[config.mk]
export PLATFORM = sky130hd
export DESIGN_NAME = info_packet_framer
export DESIGN_NICKNAME = d
export VERILOG_FILES = /design/src/design/word_snapshot.v /design/src/design/info_packet_framer.v
export VERILOG_INCLUDE_DIRS = /design/src /design/src/design
export SDC_FILE = /design/constraint.sdc
export NUM_CORES = 2
export LEC_CHECK = 0
export ABC_CLOCK_PERIOD_IN_PS = 13690
export BUFFER_PORTS_ARGS = -buffer_cell sky130_fd_sc_hd__buf_2
export CAP_MARGIN = 20
export CORE_ASPECT_RATIO = 0.8
export CORE_MARGIN = 2
export CORE_UTILIZATION = 45
export CTS_BUF_LIST = sky130_fd_sc_hd__clkbuf_2
export DETAILED_ROUTE_END_ITERATION = 8
export HOLD_SLACK_MARGIN = 0.1
export SLEW_MARGIN = 40
export SYNTH_ARGS = -nofsm -noshare
export SYNTH_HDL_FRONTEND = slang
export SYNTH_HIERARCHICAL = 1
export SYNTH_SLANG_ARGS = --single-unit
[constraint.sdc]
create_clock -name sys_clk_i -period 13.69 [get_ports sys_clk_i]
set_clock_uncertainty 0.1 [all_clocks]
set_input_delay 2.738 -clock sys_clk_i [delete_from_list [all_inputs] [get_ports sys_clk_i]]
set_output_delay 2.738 -clock sys_clk_i [all_outputs]
set_load 0.01 [all_outputs]
[src/design/info_framer_regs.vh]
// Function
// identification packet type 0x4944, length 5+N
// id payload: serial, model text, zero
// model text: version, space, part number
// version packet type 0x5652, length 5
// version bytes major, minor, patch, stage, build
// stage codes 0 rc,1 dev,2 alpha,3 beta
// released firmware reports zero stage, build
// test packet type 0x5430, length 0x1C
// test payload fourteen 16-bit fields, in order
// sensor packet type 0x5330, length 0x1E
// sensor packet polled or streamed continuously
// thirteen sensor words, MSB first, fixed order
// rate scale 1260 deg per 65536
// accel scale 20 g per 65536
// magnet scale conflict settled as 20/65536
// temperature scale 200 C per 65536
// gps word not implemented; status at 28
// host requests id, version, test packets
// failed request answered by error packet 0x1515
// frame: 0x5555, type, length, payload, crc
// two's complement fields, MSB first everywhere
`ifndef INFO_FRAMER_REGS_VH
`define INFO_FRAMER_REGS_VH

`define ADDR_CTRL 8'h00
`define ADDR_REQ 8'h01
`define ADDR_STATUS 8'h02
`define ADDR_SERIAL_HI 8'h03
`define ADDR_SERIAL_LO 8'h04
`define ADDR_VER_MAJ_MIN 8'h05
`define ADDR_VER_PATCH_STAGE 8'h06
`define ADDR_VER_BUILD 8'h07
`define ADDR_MODEL_LEN 8'h08
`define ADDR_FAILED_TYPE 8'h09
`define ADDR_MODEL_BASE 8'h40
`define MODEL_DEPTH 32
`define MODEL_AW 5

`define CTRL_STREAM_BIT 0
`define CTRL_RELEASED_BIT 1
`define STATUS_BUSY_BIT 0
`define STATUS_POLL_PEND_BIT 1
`define STATUS_STREAM_PEND_BIT 2
`define STATUS_ERR_BIT 3

`define PREAMBLE_BYTE 8'h55
`define TYPE_ID 16'h4944
`define TYPE_VR 16'h5652
`define TYPE_T0 16'h5430
`define TYPE_S0 16'h5330
`define TYPE_ERR 16'h1515
`define LEN_ID_BASE 8'h05
`define LEN_VR 8'h05
`define LEN_T0 8'h1C
`define LEN_S0 8'h1E
`define LEN_ERR 8'h02

`define SENSOR_WORDS 13
`define TEST_WORDS 14
`define S0_GPS_OFFSET 8'h1A
`define S0_STATUS_OFFSET 8'h1C

`endif

[src/design/word_snapshot.v]
`default_nettype none
module word_snapshot #(
	parameter N = 27
) (
	input wire sys_clk_i,
	input wire rst_i,
	input wire load_i,
	input wire [N*16-1:0] words_i,
	output wire [N*16-1:0] words_o
);
	// frozen copy so a frame never mixes two samples
	genvar g;
	generate
		for (g = 0; g < N; g = g + 1) begin : gen_word
			reg [15:0] held;
			always @(posedge sys_clk_i) begin
				if (rst_i) begin
					held <= 16'h0000;
				end else if (load_i) begin
					held <= words_i[g*16 +: 16];
				end
			end
			assign words_o[g*16 +: 16] = held;
		end
	endgenerate
endmodule // word_snapshot
`default_nettype wire

[src/design/info_packet_framer.v]
// The address map and the strobed register port are this design's own decisions.
`include "info_framer_regs.vh"
`default_nettype none
module info_packet_framer (
	input wire sys_clk_i,
	input wire rst_i,
	input wire [7:0] addr_i,
	input wire [15:0] wdata_i,
	input wire wr_i,
	input wire rd_i,
	output reg [15:0] rdata_o,
	input wire [207:0] sensor_words_i,
	input wire [223:0] test_words_i,
	input wire stream_tick_i,
	output reg [7:0] tx_data_o,
	output reg tx_valid_o,
	input wire tx_ready_i,
	output wire crc_clear_o,
	output wire crc_take_o,
	input wire [15:0] crc_i,
	output wire busy_o
);
	localparam ST_IDLE = 4'd0;
	localparam ST_PRE1 = 4'd1;
	localparam ST_PRE2 = 4'd2;
	localparam ST_TYPEH = 4'd3;
	localparam ST_TYPEL = 4'd4;
	localparam ST_LEN = 4'd5;
	localparam ST_PAY = 4'd6;
	localparam ST_CRCW = 4'd7;
	localparam ST_CRCH = 4'd8;
	localparam ST_CRCL = 4'd9;

	reg stream_en;
	reg released;
	reg [31:0] unit_serial_value;
	reg [7:0] fw_major;
	reg [7:0] fw_minor;
	reg [7:0] fw_patch;
	reg [7:0] fw_stage;
	reg [7:0] fw_build_count;
	reg [5:0] model_len;
	reg [7:0] model_text [0:`MODEL_DEPTH-1];
	reg poll_pend;
	reg [15:0] poll_type;
	reg stream_pend;
	reg err_flag;
	reg [15:0] failed_type;

	reg [3:0] state;
	reg [7:0] idx;
	reg [15:0] cur_type;
	reg [7:0] cur_len;
	reg [3:0] next_state;
	reg [7:0] next_idx;
	reg [7:0] next_byte;

	wire [431:0] snap_words;
	wire snap_load;
	wire fire;
	wire start_poll;
	wire start_stream;
	wire req_wr;
	wire req_known;
	wire [5:0] model_n;
	wire [7:0] id_len;
	wire [7:0] stage_out;
	wire [7:0] build_out;
	wire [15:0] sel_word;
	wire [7:0] word_pos;
	reg [7:0] pay_byte;
	reg [7:0] crc_i_low;

	integer i;

	// sensor words first, then the fourteen test fields
	word_snapshot #(
		.N(27)
	) u_snap (
		.sys_clk_i(sys_clk_i),
		.rst_i(rst_i),
		.load_i(snap_load),
		.words_i({test_words_i, sensor_words_i}),
		.words_o(snap_words)
	);

	assign fire = tx_valid_o & tx_ready_i;
	assign busy_o = (state != ST_IDLE);
	assign start_poll = (state == ST_IDLE) & poll_pend;
	assign start_stream = (state == ST_IDLE) & ~poll_pend & stream_pend;
	assign snap_load = start_poll | start_stream;
	assign crc_clear_o = snap_load;
	// crc covers type, length and payload
	assign crc_take_o = fire & (state >= ST_TYPEH) & (state <= ST_PAY);
	assign req_wr = wr_i & (addr_i == `ADDR_REQ);
	// only these types may be polled
	assign req_known = (wdata_i == `TYPE_ID) | (wdata_i == `TYPE_VR) |
		(wdata_i == `TYPE_T0) | (wdata_i == `TYPE_S0);
	assign model_n = (model_len > 6'd32) ? 6'd32 : model_len;
	// length is five plus text count
	assign id_len = `LEN_ID_BASE + {2'b00, model_n};
	// released firmware hides stage and build
	assign stage_out = released ? 8'h00 : fw_stage;
	assign build_out = released ? 8'h00 : fw_build_count;

	// register writes and request latching
	always @(posedge sys_clk_i) begin
		if (rst_i) begin
			stream_en <= 1'b0;
			released <= 1'b0;
			unit_serial_value <= 32'h00000000;
			fw_major <= 8'h00;
			fw_minor <= 8'h00;
			fw_patch <= 8'h00;
			fw_stage <= 8'h00;
			fw_build_count <= 8'h00;
			model_len <= 6'h00;
			poll_pend <= 1'b0;
			poll_type <= 16'h0000;
			stream_pend <= 1'b0;
			err_flag <= 1'b0;
			failed_type <= 16'h0000;
		end else begin
			if (wr_i) begin
				case (addr_i)
					`ADDR_CTRL: begin
						stream_en <= wdata_i[`CTRL_STREAM_BIT];
						released <= wdata_i[`CTRL_RELEASED_BIT];
					end
					`ADDR_SERIAL_HI: unit_serial_value[31:16] <= wdata_i;
					`ADDR_SERIAL_LO: unit_serial_value[15:0] <= wdata_i;
					`ADDR_VER_MAJ_MIN: begin
						fw_major <= wdata_i[15:8];
						fw_minor <= wdata_i[7:0];
					end
					`ADDR_VER_PATCH_STAGE: begin
						fw_patch <= wdata_i[15:8];
						// stage code stored as written
						fw_stage <= wdata_i[7:0];
					end
					`ADDR_VER_BUILD: fw_build_count <= wdata_i[7:0];
					`ADDR_MODEL_LEN: model_len <= wdata_i[5:0];
					default: begin
					end
				endcase
			end
			// status write of one clears the error flag
			if (wr_i && addr_i == `ADDR_STATUS && wdata_i[`STATUS_ERR_BIT]) begin
				err_flag <= 1'b0;
			end
			// a new poll is accepted only once the previous one started
			if (start_poll) begin
				poll_pend <= 1'b0;
			end
			if (req_wr && (!poll_pend || start_poll)) begin
				poll_pend <= 1'b1;
				if (req_known) begin
					poll_type <= wdata_i;
				end else begin
					// unknown request becomes error reply
					poll_type <= `TYPE_ERR;
					failed_type <= wdata_i;
					err_flag <= 1'b1;
				end
			end
			// stream tick arms the sensor packet
			if (start_stream) begin
				stream_pend <= 1'b0;
			end
			if (stream_tick_i && stream_en) begin
				stream_pend <= 1'b1;
			end
		end
	end

	// model text memory, one byte per word address
	always @(posedge sys_clk_i) begin
		if (rst_i) begin
			for (i = 0; i < `MODEL_DEPTH; i = i + 1) begin
				model_text[i] <= 8'h00;
			end
		end else if (wr_i && addr_i[7:`MODEL_AW] == `ADDR_MODEL_BASE >> `MODEL_AW) begin
			// software loads version, space, part number
			model_text[addr_i[`MODEL_AW-1:0]] <= wdata_i[7:0];
		end
	end

	// read data stands the cycle after the strobe only
	always @(posedge sys_clk_i) begin
		if (rst_i) begin
			rdata_o <= 16'h0000;
		end else if (rd_i) begin
			case (addr_i)
				`ADDR_CTRL: rdata_o <= {14'h0000, released, stream_en};
				`ADDR_REQ: rdata_o <= poll_type;
				`ADDR_STATUS: rdata_o <= {12'h000, err_flag, stream_pend, poll_pend, busy_o};
				`ADDR_SERIAL_HI: rdata_o <= unit_serial_value[31:16];
				`ADDR_SERIAL_LO: rdata_o <= unit_serial_value[15:0];
				`ADDR_VER_MAJ_MIN: rdata_o <= {fw_major, fw_minor};
				`ADDR_VER_PATCH_STAGE: rdata_o <= {fw_patch, fw_stage};
				`ADDR_VER_BUILD: rdata_o <= {8'h00, fw_build_count};
				`ADDR_MODEL_LEN: rdata_o <= {10'h000, model_len};
				`ADDR_FAILED_TYPE: rdata_o <= failed_type;
				default: begin
					if (addr_i[7:`MODEL_AW] == `ADDR_MODEL_BASE >> `MODEL_AW) begin
						rdata_o <= {8'h00, model_text[addr_i[`MODEL_AW-1:0]]};
					end else begin
						rdata_o <= 16'h0000;
					end
				end
			endcase
		end else begin
			rdata_o <= 16'h0000;
		end
	end

	// word index for two-byte fields; even offset is the high byte
	assign word_pos = {1'b0, next_idx[7:1]};
	assign sel_word = (word_pos < 8'd27) ? snap_words[word_pos[4:0]*16 +: 16] : 16'h0000;

	// payload byte at next_idx for the current packet type
	always @* begin
		pay_byte = 8'h00;
		case (cur_type)
			`TYPE_ID: begin
				// serial, text, then terminating zero
				if (next_idx < 8'd4) begin
					pay_byte = unit_serial_value[8*(3-next_idx[1:0]) +: 8];
				end else if (next_idx < 8'd4 + {2'b00, model_n}) begin
					pay_byte = model_text[next_idx[`MODEL_AW-1:0] - 5'd4];
				end else begin
					pay_byte = 8'h00;
				end
			end
			`TYPE_VR: begin
				// fixed byte order
				case (next_idx)
					8'd0: pay_byte = fw_major;
					8'd1: pay_byte = fw_minor;
					8'd2: pay_byte = fw_patch;
					8'd3: pay_byte = stage_out;
					8'd4: pay_byte = build_out;
					default: pay_byte = 8'h00;
				endcase
			end
			`TYPE_T0: begin
				// test fields held after the sensor words
				pay_byte = next_idx[0] ? snap_words[(word_pos[4:0] + 5'd13)*16 +: 8] :
					snap_words[(word_pos[4:0] + 5'd13)*16 + 8 +: 8];
			end
			`TYPE_S0: begin
				// gps word sent as zero, master status last
				if (next_idx == `S0_GPS_OFFSET || next_idx == `S0_GPS_OFFSET + 8'd1) begin
					pay_byte = 8'h00;
				end else if (next_idx >= `S0_STATUS_OFFSET) begin
					pay_byte = next_idx[0] ? snap_words[13*16 +: 8] : snap_words[13*16 + 8 +: 8];
				end else begin
					// words passed unscaled
					pay_byte = next_idx[0] ? sel_word[7:0] : sel_word[15:8];
				end
			end
			default: begin
				// echo of the failed request type
				pay_byte = next_idx[0] ? failed_type[7:0] : failed_type[15:8];
			end
		endcase
	end

	// frame sequencer
	always @* begin
		next_state = state;
		next_idx = idx;
		case (state)
			ST_IDLE: begin
				if (snap_load) begin
					next_state = ST_PRE1;
				end
			end
			ST_PRE1: if (fire) next_state = ST_PRE2;
			ST_PRE2: if (fire) next_state = ST_TYPEH;
			ST_TYPEH: if (fire) next_state = ST_TYPEL;
			ST_TYPEL: if (fire) next_state = ST_LEN;
			ST_LEN: begin
				if (fire) begin
					next_state = ST_PAY;
					next_idx = 8'd0;
				end
			end
			ST_PAY: begin
				if (fire) begin
					if (idx == cur_len - 8'd1) begin
						next_state = ST_CRCW;
					end else begin
						next_idx = idx + 8'd1;
					end
				end
			end
			// one idle cycle lets the external crc take the last byte
			ST_CRCW: next_state = ST_CRCH;
			ST_CRCH: if (fire) next_state = ST_CRCL;
			ST_CRCL: if (fire) next_state = ST_IDLE;
			default: next_state = ST_IDLE;
		endcase
	end

	// byte to present in the next state
	always @* begin
		case (next_state)
			// preamble, type, length, payload, crc
			ST_PRE1: next_byte = `PREAMBLE_BYTE;
			ST_PRE2: next_byte = `PREAMBLE_BYTE;
			// multi-byte values high byte first
			ST_TYPEH: next_byte = cur_type[15:8];
			ST_TYPEL: next_byte = cur_type[7:0];
			ST_LEN: next_byte = cur_len;
			ST_PAY: next_byte = pay_byte;
			ST_CRCH: next_byte = crc_i[15:8];
			ST_CRCL: next_byte = crc_i_low;
			default: next_byte = 8'h00;
		endcase
	end

	// low crc byte kept from the same sample as the high byte
	always @(posedge sys_clk_i) begin
		if (rst_i) begin
			crc_i_low <= 8'h00;
		end else if (state == ST_CRCW) begin
			crc_i_low <= crc_i[7:0];
		end
	end

	always @(posedge sys_clk_i) begin
		if (rst_i) begin
			state <= ST_IDLE;
			idx <= 8'd0;
			cur_type <= 16'h0000;
			cur_len <= 8'h00;
			tx_data_o <= 8'h00;
			tx_valid_o <= 1'b0;
		end else begin
			state <= next_state;
			idx <= next_idx;
			tx_data_o <= next_byte;
			tx_valid_o <= (next_state != ST_IDLE) && (next_state != ST_CRCW);
			if (snap_load) begin
				if (start_poll) begin
					cur_type <= poll_type;
				end else begin
					// streamed sensor packet
					cur_type <= `TYPE_S0;
				end
			end
			if (state == ST_PRE1) begin
				case (cur_type)
					// identification length
					`TYPE_ID: cur_len <= id_len;
					// version length
					`TYPE_VR: cur_len <= `LEN_VR;
					// test length
					`TYPE_T0: cur_len <= `LEN_T0;
					// sensor length
					`TYPE_S0: cur_len <= `LEN_S0;
					default: cur_len <= `LEN_ERR;
				endcase
			end
		end
	end
endmodule // info_packet_framer
`default_nettype wire

==> run summary <==
Status -> finished, final reports clean
Post-Synthesis Cells -> 4,711
Die area -> 100,000 µm²
Syn_area_per_cell -> 9.34 µm²
Cell Count, Final, Fillers Out -> 6,611
Element type at the critical path end -> output port
Slew @ Worst Pin -> 1140 ps
Global-route wire length before repair -> 252,000 µm
Yosys warning total -> 6
HP Class -> flop to flop
Power Total -> 4.87 mW
Post-layout min period -> 6710 ps
Post-synth EDFFs -> 256
Gr usage total -> 33.8%
Synth Register Bits -> 871
Initial Util -> 45.4%
Clock buffer depth -> 3
Lkg Pwr -> 17.7 nW
Post-synth ARST share -> 0%
Post-route cell area -> 49,000 µm²
Fmax -> 149 MHz
RSZ-0062 raised after global routing -> no
Vias/cell -> 5.97
Final GP Congestion -> 0.975
DRT Pass-1 Iters -> 8
Initial antenna violation count -> 36
Cell Area, Synth -> 44,000 µm²
Reg clk slew, reported paths -> 100 ps
Drt wl/cell -> 26.7 µm
ANT nets after route -> 0
Cell taking the most area after synthesis -> dfxtp_1
Worst slew margin -> 24.2%
Power per cell area -> 99.4 nW/µm²
Row count -> 102
Final WL -> 177,000 µm
Max VDD drop -> 0.0888 mV
Die X -> 354 µm
WS Path Type -> flop to output port
Reg-to-reg startpoint -> cur_len[0]
Synth area leaders -> dfxtp_1, edfxtp_1, mux2i_1
Final setup violation count -> 0
I/O Buffers -> 505
Syn_nets -> 5,200
Hold Buf Count CTS -> 0
Inst Count DP -> 6,199
DRC violations left -> 0
Clock H-tree levels -> 4
Placeable core area -> 96,900 µm²
Startpoint Class -> flop
Slew Viols, Final -> 0
Worst reg2reg setup slack -> 7340 ps
CP Data Required Time -> 10,850 ps
Number of global-route vias before repair -> 36,000
Dpl hpwl -> 123,000 µm
Clock root buffer -> clkbuf_2
Fill count -> 9,298
Primary FF master, synth -> dfxtp_1
Synth top area share -> 28.0%
CP Launch Point -> state[1]
Final Cycle Share -> 49.0%
Seq/Total Area, Yosys -> 45.5%
Clk sink count -> 871
CTS resizes -> 0
FF/Latch Area -> 20,000 µm²
Clock Latency Late Sink -> 1690 ps
Congestion Overflow GR -> 0
Worst hold stages -> 2
Worst EP arrival -> 3880 ps
Synth cell types -> 105
Worst r2r path cells -> 14
Total of max-cap violations -> 0
CTS tree -> done
# IOs -> 506
Largest net degree at the start of global routing -> 136
Count leader, synth -> nand2_1
Worst reg2reg endpoint -> tx_data_o[5]
Commonest cells in the synthesized netlist -> nand2_1, dfxtp_1, nor2_1, mux2i_1, and2_1
TritonCTS buffer count -> 216
Synthesis-to-finish area growth -> 11.3%
Total number of vias -> 39,400
Setup TNS -> 0 ps
Share of cells above drive strength 1 -> 20.8%
Area after DPL -> 46,900 µm²
Drt initial violations -> 5,354
Final hold viol count -> 0
Multi-input combinational cell area -> 22,000 µm²
Post-CTS Setup Bufs -> 0
Die H -> 284 µm
Fin nets -> 5,606
Worst setup endpoint -> crc_clear_o
Crit Path Max Fanout -> 91
[critical path, stage by stage, from the launching register on]
cell      delay (ps)
dfxtp_1          480
nor4_2           670
o21ai_1          140
buf_4            240
clkinv_8         460
buf_2            250
[worst min path at each step]
stage                 startpoint           end  slack, ps
floorplan           crc_i_low[1]  crc_i_low[1]        340
global placement    crc_i_low[4]  crc_i_low[4]        350
detailed placement  crc_i_low[4]  crc_i_low[4]        350
CTS                 crc_i_low[4]  crc_i_low[4]        370
global route        crc_i_low[4]  crc_i_low[4]        400
finish              crc_i_low[5]  crc_i_low[5]        370
[routing by layer]
layer / up-vias / share of wire, % / global-route usage [%]
met4: 16 / 2.9 / 11.4
met5: - / 0.057 / 0
met1: 19100 / 42 / 47.2
met2: 2324 / 43 / 49.8
met3: 324 / 12 / 10.1
li1: 17700 / - / -
[cell families (layout without fill, tap and decap cells)]
kind of cell | Yosys count | count (layout) | share of synthesized area (%)
buffers and inverters | 399 | 969 | 4.70
other | 1 | 31 | 0.00852
adders and majority gates | 11 | 11 | 0.313
muxes | 616 | 616 | 16.3
and+or+nand+nor | 2114 | 2114 | 22.1
AOI/OAI and AO/OA | 680 | 680 | 10.6
xor gates and xnor gates | 19 | 19 | 0.463
DFF | 871 | 871 | 45.5
[flip-flops by register name, summed over array words and instances (netlist names), 7 cells and up]
register / cells
failed_type: 16
model_text: 256
idx: 8
tx_data_o: 8
fw_build_count: 8
cur_type: 16
unit_serial_value: 32
fw_major: 8
rdata_o: 16
fw_patch: 8
poll_type: 16
crc_i_low: 8
cur_len: 7
fw_stage: 8
fw_minor: 8
u_snap/gen_word.held: 432
[through the flow]
step	setup slack [ps]	hold slack, ps	util, %
2_1_floorplan	6790	336	-
3_3_place_gp	6040	350	48.3
3_5_place_dp	5900	354	48.4
4_1_cts	6480	368	50.5
5_1_grt	6690	400	50.5
6_report	6980	367	50.6
[cell type report]
cell class	count	area share (%)
Multi-Input combinational cell	3441	45.0
Sequential cell	871	40.8
Timing Repair Buffer	570	6.49
Tap cell	1300	3.32
Clock buffer	324	3.31
Clock inverter	58	0.759
Inverter	17	0.171
Antenna cell	30	0.153
[power by group]
part	internal [mW]	switching (mW)	total [mW]
Clock	0.698	1.16	1.86
Combinational	0.119	0.173	0.293
Sequential	2.69	0.0297	2.72
[placed cells by master, fill, tap and decap left out, types with 38 or more instances in the layout]
cell,n
nand2_1,785
dfxtp_1,615
nor2_1,560
mux2i_1,526
buf_2,499
clkbuf_2,324
and2_1,267
edfxtp_1,256
a21oi_1,202
nand3_1,188
a31oi_1,92
and3_1,84
mux4_2,80
a211oi_1,68
a22oi_1,63
buf_4,55
nor3_1,52
clkinv_1,40
o21ai_0,38
No activity file was read; power rests on OpenSTA's default activity.
